<file path="src/core/asrr_consts.vh">
`ifndef ASRR_CONSTS_VH
`define ASRR_CONSTS_VH

// ----------------------------------------------------------------
// clock and timing
// ----------------------------------------------------------------
`define ASRR_CLK_HZ 40000000
// ready high pulse when a fresh word replaces an unread one, in us
`define ASRR_RDY_PULSE_FULL_US 6
`define ASRR_RDY_PULSE_MID_US 25
`define ASRR_RDY_PULSE_LOW_US 50
// cycles = us times clock MHz, a typical time so it is taken as is;
// sized to the pulse counter so no bits are dropped on assignment
`define ASRR_RDY_PULSE_FULL_CYC 12'h0F0
`define ASRR_RDY_PULSE_MID_CYC 12'h3E8
`define ASRR_RDY_PULSE_LOW_CYC 12'h7D0
`define ASRR_CNT_W 12

// ----------------------------------------------------------------
// mode encodings
// ----------------------------------------------------------------
`define ASRR_CONV_CONT 2'b00
`define ASRR_CONV_SINGLE 2'b01
`define ASRR_CONV_CONTREAD 2'b10
`define ASRR_PWR_LOW 2'b00
`define ASRR_PWR_MID 2'b01
`define ASRR_PWR_FULL 2'b10

// ----------------------------------------------------------------
// word and reset values
// ----------------------------------------------------------------
`define ASRR_DATA_W 24
`define ASRR_DATA_RST 24'h00_0000

`endif

</file>
<file path="src/core/asrr_readout.v">
// Summary of operation
// - data changes on the falling serial clock edge, the host samples on the rising edge.
// - after a result is read, active-low ready is driven high.
// - in continuous read mode each word goes to at most one read.
// - hold flag clear: pin shows ready after the last inactive edge.
// - hold flag set: pin keeps the lsb until chip select goes high.
// - new word while ready is low, outside a read, pulses ready high 6, 25 or 50 us.
`timescale 1ns/100ps
`include "asrr_consts.vh"

module asrr_readout #(
    parameter DATA_W = `ASRR_DATA_W
) (
    // clock and reset
    input wire clk_i,
    input wire resetn_i,
    // converter core side, same clock
    input wire [DATA_W-1:0] conv_data_i,
    input wire conv_valid_i,
    input wire [1:0] conv_mode_i,
    input wire [1:0] power_mode_i,
    input wire cs_hold_i,
    // serial pins, asynchronous
    input wire sclk_i,
    input wire cs_n_i,
    output wire dout_rdy_o,
    output wire dout_rdy_oe_o,
    // status
    output wire rdy_n_o,
    output wire reading_o
);

    // ------------------------------------------------------------
    // pin synchronisers
    // ------------------------------------------------------------
    reg sclk_m_r;
    reg sclk_s_r;
    reg sclk_d_r;
    reg cs_m_r;
    reg cs_s_r;

    // first stages feed only the second stages
    always @(posedge clk_i)
    begin
        if (!resetn_i)
        begin
            sclk_m_r <= 1'b1;
            sclk_s_r <= 1'b1;
            sclk_d_r <= 1'b1;
            cs_m_r <= 1'b1;
            cs_s_r <= 1'b1;
        end
        else
        begin
            sclk_m_r <= sclk_i;
            sclk_s_r <= sclk_m_r;
            sclk_d_r <= sclk_s_r;
            cs_m_r <= cs_n_i;
            cs_s_r <= cs_m_r;
        end
    end

    wire sclk_fall = sclk_d_r & ~sclk_s_r;
    wire sclk_rise = ~sclk_d_r & sclk_s_r;
    wire cs_active = ~cs_s_r;

    // ------------------------------------------------------------
    // state
    // ------------------------------------------------------------
    localparam ST_IDLE = 2'd0;
    localparam ST_SHIFT = 2'd1;
    localparam ST_HOLD = 2'd2;

    reg [1:0] state_r;
    reg [1:0] state_nxt;
    reg [DATA_W-1:0] word_r;
    reg [DATA_W-1:0] word_nxt;
    reg [DATA_W-1:0] stage_r;
    reg [DATA_W-1:0] stage_nxt;
    reg pend_r;
    reg pend_nxt;
    reg fresh_r;
    reg fresh_nxt;
    reg [5:0] bits_r;
    reg [5:0] bits_nxt;
    reg rdy_n_r;
    reg rdy_n_nxt;
    reg [`ASRR_CNT_W-1:0] pulse_r;
    reg [`ASRR_CNT_W-1:0] pulse_nxt;
    reg dout_r;
    reg dout_nxt;
    reg oe_r;
    reg oe_nxt;
    reg [`ASRR_CNT_W-1:0] pulse_len;
    reg new_word;
    reg [DATA_W-1:0] new_data;
    reg read_done;
    reg reading_r;

    // ready pulse length per power mode
    always @*
    begin
        case (power_mode_i)
            `ASRR_PWR_FULL:
                pulse_len = `ASRR_RDY_PULSE_FULL_CYC;
            `ASRR_PWR_MID:
                pulse_len = `ASRR_RDY_PULSE_MID_CYC;
            default:
                pulse_len = `ASRR_RDY_PULSE_LOW_CYC;
        endcase
    end

    // ------------------------------------------------------------
    // next state
    // ------------------------------------------------------------
    always @*
    begin
        state_nxt = state_r;
        word_nxt = word_r;
        stage_nxt = stage_r;
        pend_nxt = pend_r;
        fresh_nxt = fresh_r;
        bits_nxt = bits_r;
        rdy_n_nxt = rdy_n_r;
        pulse_nxt = pulse_r;
        dout_nxt = dout_r;
        new_word = 1'b0;
        new_data = conv_data_i;
        read_done = 1'b0;

        // a word landing mid-read is parked so the shift stays intact
        if (state_r == ST_SHIFT)
        begin
            if (conv_valid_i)
            begin
                stage_nxt = conv_data_i;
                pend_nxt = 1'b1;
            end
        end
        else if (conv_valid_i)
        begin
            // a direct word supersedes an older parked one
            new_word = 1'b1;
            pend_nxt = 1'b0;
        end
        else if (pend_r)
        begin
            new_word = 1'b1;
            new_data = stage_r;
            pend_nxt = 1'b0;
        end

        case (state_r)
            ST_IDLE:
            begin
                // continuous read gives each word to one read only
                if (cs_active && sclk_fall && !new_word &&
                    (conv_mode_i != `ASRR_CONV_CONTREAD || fresh_r))
                begin
                    state_nxt = ST_SHIFT;
                    dout_nxt = word_r[DATA_W-1];
                    bits_nxt = 6'd1;
                end
            end
            ST_SHIFT:
            begin
                if (!cs_active)
                    state_nxt = ST_IDLE;
                else if (sclk_fall && bits_r < DATA_W)
                begin
                    dout_nxt = word_r[DATA_W-1-bits_r];
                    bits_nxt = bits_r + 6'd1;
                end
                else if (sclk_rise && bits_r == DATA_W)
                begin
                    // read complete: ready goes high, word is used up
                    rdy_n_nxt = 1'b1;
                    read_done = 1'b1;
                    pulse_nxt = {`ASRR_CNT_W{1'b0}};
                    fresh_nxt = 1'b0;
                    if (cs_hold_i)
                        state_nxt = ST_HOLD;
                    else
                        state_nxt = ST_IDLE;
                end
            end
            ST_HOLD:
            begin
                // lsb stays put until chip select rises
                if (!cs_active)
                    state_nxt = ST_IDLE;
            end
            default:
                state_nxt = ST_IDLE;
        endcase

        // new result: pulse ready high first if it was already low
        if (new_word)
        begin
            word_nxt = new_data;
            fresh_nxt = 1'b1;
            if (!rdy_n_r)
            begin
                rdy_n_nxt = 1'b1;
                pulse_nxt = pulse_len;
            end
            else
                rdy_n_nxt = 1'b0;
        end
        // a finished read cancels a running pulse, ready must stay high
        else if (pulse_r != {`ASRR_CNT_W{1'b0}} && !read_done)
        begin
            pulse_nxt = pulse_r - 1'b1;
            if (pulse_r == 1)
                rdy_n_nxt = 1'b0;
        end

        // pin shows ready unless shifting or holding the lsb
        if (state_nxt == ST_IDLE)
            dout_nxt = rdy_n_nxt;
        oe_nxt = cs_active;
    end

    // ------------------------------------------------------------
    // registers
    // ------------------------------------------------------------
    always @(posedge clk_i)
    begin
        if (!resetn_i)
        begin
            state_r <= ST_IDLE;
            word_r <= `ASRR_DATA_RST;
            stage_r <= `ASRR_DATA_RST;
            pend_r <= 1'b0;
            fresh_r <= 1'b0;
            bits_r <= 6'd0;
            rdy_n_r <= 1'b1;
            pulse_r <= {`ASRR_CNT_W{1'b0}};
            dout_r <= 1'b1;
            oe_r <= 1'b0;
            reading_r <= 1'b0;
        end
        else
        begin
            state_r <= state_nxt;
            word_r <= word_nxt;
            stage_r <= stage_nxt;
            pend_r <= pend_nxt;
            fresh_r <= fresh_nxt;
            bits_r <= bits_nxt;
            rdy_n_r <= rdy_n_nxt;
            pulse_r <= pulse_nxt;
            dout_r <= dout_nxt;
            oe_r <= oe_nxt;
            reading_r <= (state_nxt == ST_SHIFT);
        end
    end

    // the host keeps its own gap between operations
    // a word landing mid-read is parked, so one read never mixes two words
    assign dout_rdy_o = dout_r;
    assign dout_rdy_oe_o = oe_r;
    assign rdy_n_o = rdy_n_r;
    assign reading_o = reading_r;

endmodule // asrr_readout

</file>
<file path="config.mk">
export PLATFORM = sky130hd
export DESIGN_NAME = asrr_readout
export DESIGN_NICKNAME = d
export VERILOG_FILES = /design/src/core/asrr_readout.v
export VERILOG_INCLUDE_DIRS = /design/src /design/src/core
export SDC_FILE = /design/constraint.sdc
export NUM_CORES = 1
export LEC_CHECK = 0
export ABC_AREA = 1
export BUFFER_PORTS_ARGS = -buffer_cell sky130_fd_sc_hd__buf_4
export CAP_MARGIN = 20
export CORE_AREA = 2 2 93 95
export DETAILED_ROUTE_END_ITERATION = 16
export DIE_AREA = 0 0 95 97
export PLACE_DENSITY = 0.68
export SLEW_MARGIN = 20
export SYNTH_ARGS = -nofsm -noshare
export SYNTH_HDL_FRONTEND = slang
export SYNTH_SLANG_ARGS = --single-unit
</file>
<file path="constraint.sdc">
create_clock -name clk_i -period 4.29 [get_ports clk_i]
set_input_delay 0.2145 -clock clk_i [delete_from_list [all_inputs] [get_ports clk_i]]
set_output_delay 0.2145 -clock clk_i [all_outputs]
set_load 0.05 [all_outputs]
</file>
After elaboration in Yosys (flattened, before gate mapping)
Index checks and enable logic that the tools add are counted.
- bitwise operators: 5
- add/subtract/negate cells: 3
- reductions and logical operators: 21
- multiplexer cells: 49
- equality and inequality tests: 16
- magnitude comparators: 2
- operators by type and width (kind ; number):
    $mux 12 ; 7
    $mux 24 ; 3
    $lt 32x6->1 const B ; 1
    $mux 1 ; 25
    $pmux 11 s2 ; 1
    $mux 6 ; 3
    $eq 12x1->1 const B ; 1
    $mux 2 ; 6
    $pmux 6 s2 ; 1
    $reduce_and 4->1 ; 3
    $reduce_bool 12->1 ; 1
    $sub 12x1->12 const B ; 1
    $ne 2x2->1 const B ; 4
    $sub 5x6->7 const A ; 1
    $add 6x1->6 const B ; 1
    $eq 2x1->1 const B ; 3
    $eq 6x5->1 const B ; 1
    $logic_and 1x1->1 ; 6
    $lt 6x5->1 const B ; 1
    $pmux 2 s3 ; 1
    $reduce_bool 2->1 ; 3
    $bmux 1 s5 ; 1
    $eq 2x2->1 const B ; 2
    $logic_not 2->1 ; 2
    other kinds (11) ; 17
- output and inout bits: 4
- bits of input ports: 34
- register bits: 79

Depth between registers and ports, before layout
Gate-level depths: netlist of the first run.
- depth in word-level cells: 12
- depth in mapped cells: 12
- gate-level depth less buffers: 12

Worst setup path before layout of the first run
Ideal clock, no wire load.
- path kind: register to register
- from: register bits_r[3]
- to: register dout_r, in the netlist dout_rdy_o
- period minus slack after synthesis: 1.545 ns
- buffers on the path: 0
- library setup time: 0.113 ns
- data required time: 4.177 ns
- arrival time: 1.432 ns
- path slack: 2.745 ns
- cell stages (with the launch flop): 11
- cells stage by stage: dfxtp_1 -> ha_1 -> nand3_1 -> nor2_4 -> nor2_1 -> nor2_1 -> nand2_1 -> nand2_1 -> nand2_1 -> nor2_1 -> nand2_1
- word-level cells in the longest chain between the ends: 11
- elaborated cells between the ends (all ways): 34
- those cells by class: 1 x add/sub; 1 x order compare; 4 x eq/ne; 21 x mux; 7 x reduce/logical
- ends and longest elaborated chain (item ; RTL line ; RTL):
    start, declared ; asrr_readout.v:84 ; reg [5:0] bits_r;
    start signal, assigned ; asrr_readout.v:250 ; bits_r <= bits_nxt;
    branches (longest 11 deep; another with $sub 5x6->7) ; - ;
    end signal, assigned ; asrr_readout.v:253 ; dout_r <= dout_nxt;
    end, declared ; asrr_readout.v:90 ; reg dout_r;
Several ways; the timed one is not identified. The select of a mux whose other input is x is not followed.
A chain may end at the register's enable or synchronous reset.

Final worst setup path of the first run
Ends and elaborated chain as after synthesis.

==> impl_metrics.toml, run 1 <==
[synth]
syn_inst = 579
yosys_warnings = 0
synth-seq-cells = 79
ys_types = 29
seq_area_frac_synth_pct = 39.5
syn_avg_cell_area_um2 = 6.91
netlist_area_um2 = 4000
netlist.area_leader.share_pct = 39.5
synthTopCellsByArea = "dfxtp_1, inv_1, nand2_1, a21oi_1, o21ai_0"
synth_top_area_cell = "dfxtp_1"
syn-num-nets = 621

[layout]
drive_gt1_share_pct = 12.5
postLayoutCoreUtil_pct = 55.7
diodes = 0
instances_no_fill = 713
syn2layout_area_growth_pct = 13.4
nets = 645

[die]
die-area_um2 = 9220
rows = 33
fp.dieH_um = 97
initial_core_util_pct = 49.2
io_pins = 38
die_width_um = 95
coreArea_um2 = 8130

[worst_setup_path]
startpoint_type = "flop"
r2r_slack_ns = 2.47
crit_family = "simple AND/OR/NAND/NOR gates"
r2r-start = "bits_r[3]"
r2r-end = "dout_rdy_o"
crit_cells = 10
crit_fanout = 7
critPathCaptureType = "flop"
cpPeakStageDelay_ns = 0.48
worst_path_most_repeated_cell = "nand2_1"
startpoint = "bits_r[3]"
setup.worst_path.class = "flop to flop"
cp_slowest_cell = "dfxtp_1"
crit_arrival_ns = 2.08
ff2ff_path_depth = 10
cp.required_ns = 4.54
critPathCapture = "dout_rdy_o"
path_cells = "ha_1 -> nand3_1 -> nor2_4 -> nor2_1 -> nor2_1 -> nand2_1 -> nand2_1 -> nand2_1 -> nor2_1 -> nand2_1"
cp_num_buf_inv = 0

[cts]
cts-root-buf = "clkbuf_8"
cts_tree = "built"
cts_sinks = 79
cts_inserted_buffers = 9
h-tree-depth = 3
ctsResizeCount = 0
postCtsSetupBuffers = 0
clkLatencyLatePin_ns = 0.35
cts.clk_slew.worst_paths_ns = 0.08
cts.path.max_buffers = 2
postCtsHoldBufs = 0

[global_route]
antenna_found_initial = 0
grt_max_degree = 56
grt_pass1_wl_um = 15800
grt.overflow.total = 0
grt_use_total_pct = 21.0
grt_pass1_vias = 3577

[sta]
setup_tns_ns = 0
post-route-period-util_pct = 42.5
post-route-min-period_ns = 1.82
final_hold_viol_count = 0
fmax_mhz = 548
hold_ws_ns = 0.0497
rsz0062_at_grt = "no"
worstMarginPinSlew_ns = 0.611
skew_ns = 0.0131
maxSlewHeadroom_pct = 59.2
maxSlewViolCount = 0
setup_viol = 0

[route]
drt_iter0_markers = 241
detail-route-antenna-nets = 0
num_vias = 3673
viasPerCell = 5.15
drc = 0
first_pass_iters = 4
wl_per_cell_um = 12.3
wl_um = 8800

[hold_path]
min_path_type = "input port to flop"
hp-start = "cs_n_i"

[job]
maxCapViolCount = 0

[power]
p_leak_uw = 0.00209
irDropWorstVdd_mv = 0.478
power_density_nw_per_um2 = 466
p_total_uw = 2110

[status]
status = "finished clean"

[placement]
dp_hpwl_um = 6060
dp.cells = 697
io_buffers = 37
gp_congestion = 0.870
sequential cells by signal, indices dropped and copies added, names as in the netlist, 2 cells and up:
register	cells
bits_r	6
stage_r	24
word_r	24
pulse_r	12
state_r	2
worst min-delay path by stage:
stage	end	slack, ns	cells after the start
2_1_floorplan	cs_m_r	0.32	1
3_3_place_gp	cs_s_r	0.39	1
3_5_place_dp	cs_s_r	0.40	1
4_1_cts	cs_m_r	0.03	2
5_1_grt	cs_m_r	0.04	2
6_report	cs_m_r	0.05	2
through the flow:
| step | cell area (um^2) | setup WS, ns |
|---|---|---|
| 2_1_floorplan | 4000 | 2.74 |
| 5_1_grt | 4530 | 2.26 |
| 3_5_place_dp | 4320 | 2.49 |
| 4_1_cts | 4530 | 2.47 |
| 3_3_place_gp | 4320 | 2.46 |
| 6_report | 4530 | 2.47 |
placed cells by master (no fill, tap or decap), types with 2 or more instances in the layout:
cell type / count
o211ai_1: 24
clkbuf_8: 12
a21oi_1: 65
nand3_1: 40
nor2_4: 2
nand2_1: 87
clkinv_4: 2
xor2_1: 4
dfxtp_1: 79
buf_4: 40
nand4_1: 2
inv_1: 103
nor3_1: 5
o21ai_4: 2
nand2_4: 3
o21ai_0: 54
nor2_2: 5
xnor2_1: 4
nand2_2: 2
nand3b_1: 2
or2_2: 4
ha_1: 8
nor2_1: 50
kinds of logic (layout without fill, tap and decap cells):
| group | count (synthesis) | count (layout) | share of synthesized area [%] |
|---|---|---|---|
| buffers and inverters | 131 | 160 | 12.6 |
| DFF | 79 | 79 | 39.5 |
| and+or+nand+nor | 204 | 204 | 22.6 |
| adders and majority gates | 8 | 8 | 2.50 |
| AOI/OAI and AO/OA | 149 | 149 | 21.0 |
| xor gates and xnor gates | 8 | 8 | 1.75 |
routing by layer:
layer / vias to the layer above / GRT usage, % / share of wire, %
li1: 1907 / - / -
met1: 1700 / 27.0 / 47
met2: 54 / 35.2 / 48
met3: 12 / 2.88 / 3.3
met4: 0 / 8.47 / 1.7
met5: - / 0 / 0
final cells by class:
cell class | count | area [um^2]
clock buffer | 12 | 165
inverter | 104 | 390
fill | 789 | 3600
timing repair buffer | 40 | 300
tap | 105 | 131
clock inverter | 4 | 52.6
multi-input combinational | 369 | 1910
sequential | 79 | 1580
synth_stat cells (all sizes together):
cell type  number
and3            1
nor2           57
ha              8
a21oi          66
nand3b          2
nand3          40
xor2            4
nand4           2
or2             5
o21ai          56
nor3            5
xnor2           4
nand2          92
buf            10
inv           104
a31oi           1
a211oi          1
clkbuf         17
o21bai          1
dfxtp          79
o211ai         24
power by group:
part           leakage, uW  total, uW  switching (uW)  internal, uW
Sequential        0.000647        881            73.7           807
Clock             0.000113        587             270           318
Combinational      0.00133        645             385           260
Power figures use the tool's default switching activity.
==> inputs of run 2 (changes only) <==
Settings changed: PLACE_DENSITY 0.68 to 0.7.
Clock period 4.29 ns to 1.5 ns, I/O delays scaled along.
==> run 2 against run 1 <==
The flow now finishes with violations (negative hold slack). Combinational power grew to 3.2 times the previous value. Clock power increased to 2.6 times the previous value. Power increased to 2.9 times the previous value. Sequential share of layout area fell by 2.7 points. Die area did not move. Fmax grew 23%. Critical path type unchanged. Clock skew shrank 0.0023 ns. Highest routed layer unchanged.
==> impl_metrics.toml, run 2 (same netlist as run 1, synthesis figures left out) <==
[sta]
rsz0062_at_grt = "yes"
post-route-period-util_pct = 98.5
fmax_mhz = 677
skew_ns = 0.0108
maxSlewViolCount = 0
setup_viol = 0
maxSlewHeadroom_pct = 70.1
setup_tns_ns = 0
final_hold_viol_count = 1
worstMarginPinSlew_ns = 0.448
post-route-min-period_ns = 1.48
hold_ws_ns = -0.0128

[status]
status = "finished with violations"
violations = "negative hold slack"

[layout]
nets = 683
fillCellCount = 750
diodes = 0
regArea_um2 = 1590
final_cell_mix = "inv_1, nand2_1, dfxtp_1"
drive_gt1_share_pct = 19.8
multi_input_area_um2 = 1970
syn2layout_area_growth_pct = 23.5
final_common_cell = "inv_1"
reg.largest.list = "stage_r: 24 flops, word_r: 24 flops, pulse_r: 12 flops"

[worst_setup_path]
r2r-start = "pend_r"
startpoint = "pend_r"
cp.required_ns = 1.76
startpoint_type = "flop"
setup.worst_path.class = "flop to flop"
critPathCaptureType = "flop"
crit_arrival_ns = 1.74
crit_fanout = 7

[die]
rows = 33
die-area_um2 = 9220
initial_core_util_pct = 49.2
io_pins = 38
fp.dieH_um = 97
die_width_um = 95
coreArea_um2 = 8130

[placement]
gp_congestion = 0.857
io_buffers = 37
dp_hpwl_um = 6280

[hold_path]
min_path_type = "input port to flop"
hp-start = "conv_data_i[8]"

[power]
power_density_nw_per_um2 = 1240
irDropWorstVdd_mv = 0.920
internal_power_uw = 3820
comb_power_share_pct = 33.8
p_leak_uw = 0.00228
p_seq_share_pct = 41.4
p_total_uw = 6130
clock_power_share_pct = 24.8
p_sw_share_pct = 37.7
p_sw_uw = 2310

[route]
drt_iter0_markers = 204
first_pass_iters = 4
num_vias = 3761
viasPerCell = 5.01
wl_per_cell_um = 12.5
detail-route-antenna-nets = 0
wl_um = 9370
drc = 0

[global_route]
grt_max_degree = 49
grt.overflow.total = 0
grt_pass1_wl_um = 16300
antenna_found_initial = 0
grt_pass1_vias = 3709
grt_use_total_pct = 21.4

[cts]
cts-root-buf = "clkbuf_8"
cts_tree = "built"
h-tree-depth = 3
cts_inserted_buffers = 9
cts_sinks = 79
cts.path.max_buffers = 2
clkLatencyLatePin_ns = 0.36
cts.clk_slew.worst_paths_ns = 0.10

[job]
maxCapViolCount = 0
-- run 2: cell types whose count changed in the layout (fill, tap and decap cells not counted), sizes merged --
cell	delta
buf	+28
bufinv	-1
clkbuf	-3
clkinv	-1
clkinvlp	+2
dlygate4sd3	+9
inv	+4
-- run 2: layer usage --
layer | vias up | GRT usage [%] | wire, um
met1 | 1719 | 28.8 | 4490
li1 | 1980 | - | -
met3 | 12 | 4.36 | 301
met4 | 0 | 6.02 | 140
met5 | - | 0 | 0
met2 | 50 | 34.6 | 4440
-- run 2: what timing repair did --
action,4_1_cts,5_1_grt
endpoints found under the setup margin,1,65
pin swaps,1,10
hold buffers,9,0
resized for setup,0,39
endpoints found under the hold margin,10,0
gates cloned,0,1
buffers inserted,0,14
-- run 2: per-stage QoR --
step / util [%] / std cells / hold WS, ns / setup slack (ns) / area, um^2
2_1_floorplan: - / 579 / 0.182 / 0.0198 / 4000
3_3_place_gp: 54.5 / 711 / 0.264 / 0.00942 / 4440
3_5_place_dp: 54.5 / 711 / 0.266 / 0.00338 / 4440
4_1_cts: 57.9 / 736 / 0.000673 / 0.00606 / 4710
5_1_grt: 60.7 / 751 / 0.0156 / -0.113 / 4940
6_report: 60.7 / 751 / -0.0128 / 0.0229 / 4940
-- run 2: area by class of cell --
type | instances | share of cell area, %
multi-input combinational | 369 | 39.9
clock buffer | 9 | 2.51
tap | 105 | 2.66
sequential | 79 | 32.2
timing repair buffer | 77 | 13.2
timing repair inverter | 1 | 0.152
clock inverter | 7 | 1.22
inverter | 104 | 8.13
-- run 2: worst paths after layout --
| check | slack [ns] | endpoint | depth (start not counted) |
|---|---|---|---|
| max | 0.02 | dout_rdy_o | 8 |
| min | -0.01 | stage_r[8] | 3 |
| max reg2reg | 0.02 | dout_rdy_o | 8 |
| min reg2reg | 0.42 | cs_s_r | 1 |
-- run 2: power by group through the flow --
stage	clock, uW	combinational (uW)	sequential [uW]
6_report	1520	2070	2540
5_1_grt	1650	2410	2570
4_1_cts	1560	1900	2510
3_5_place_dp	0	1860	2560
3_3_place_gp	0	1820	2560
2_1_floorplan	0	1460	2530
-- run 2: worst max-delay path: stages, from the launching register on --
cell     delay (ns)
dfxtp_2        0.35
o21ai_4        0.35
nand2_4        0.11
o21ai_4        0.25
nor2_1         0.07
nand2_1        0.06
nand2_1        0.05
nor2_1         0.08
nand2_1        0.05
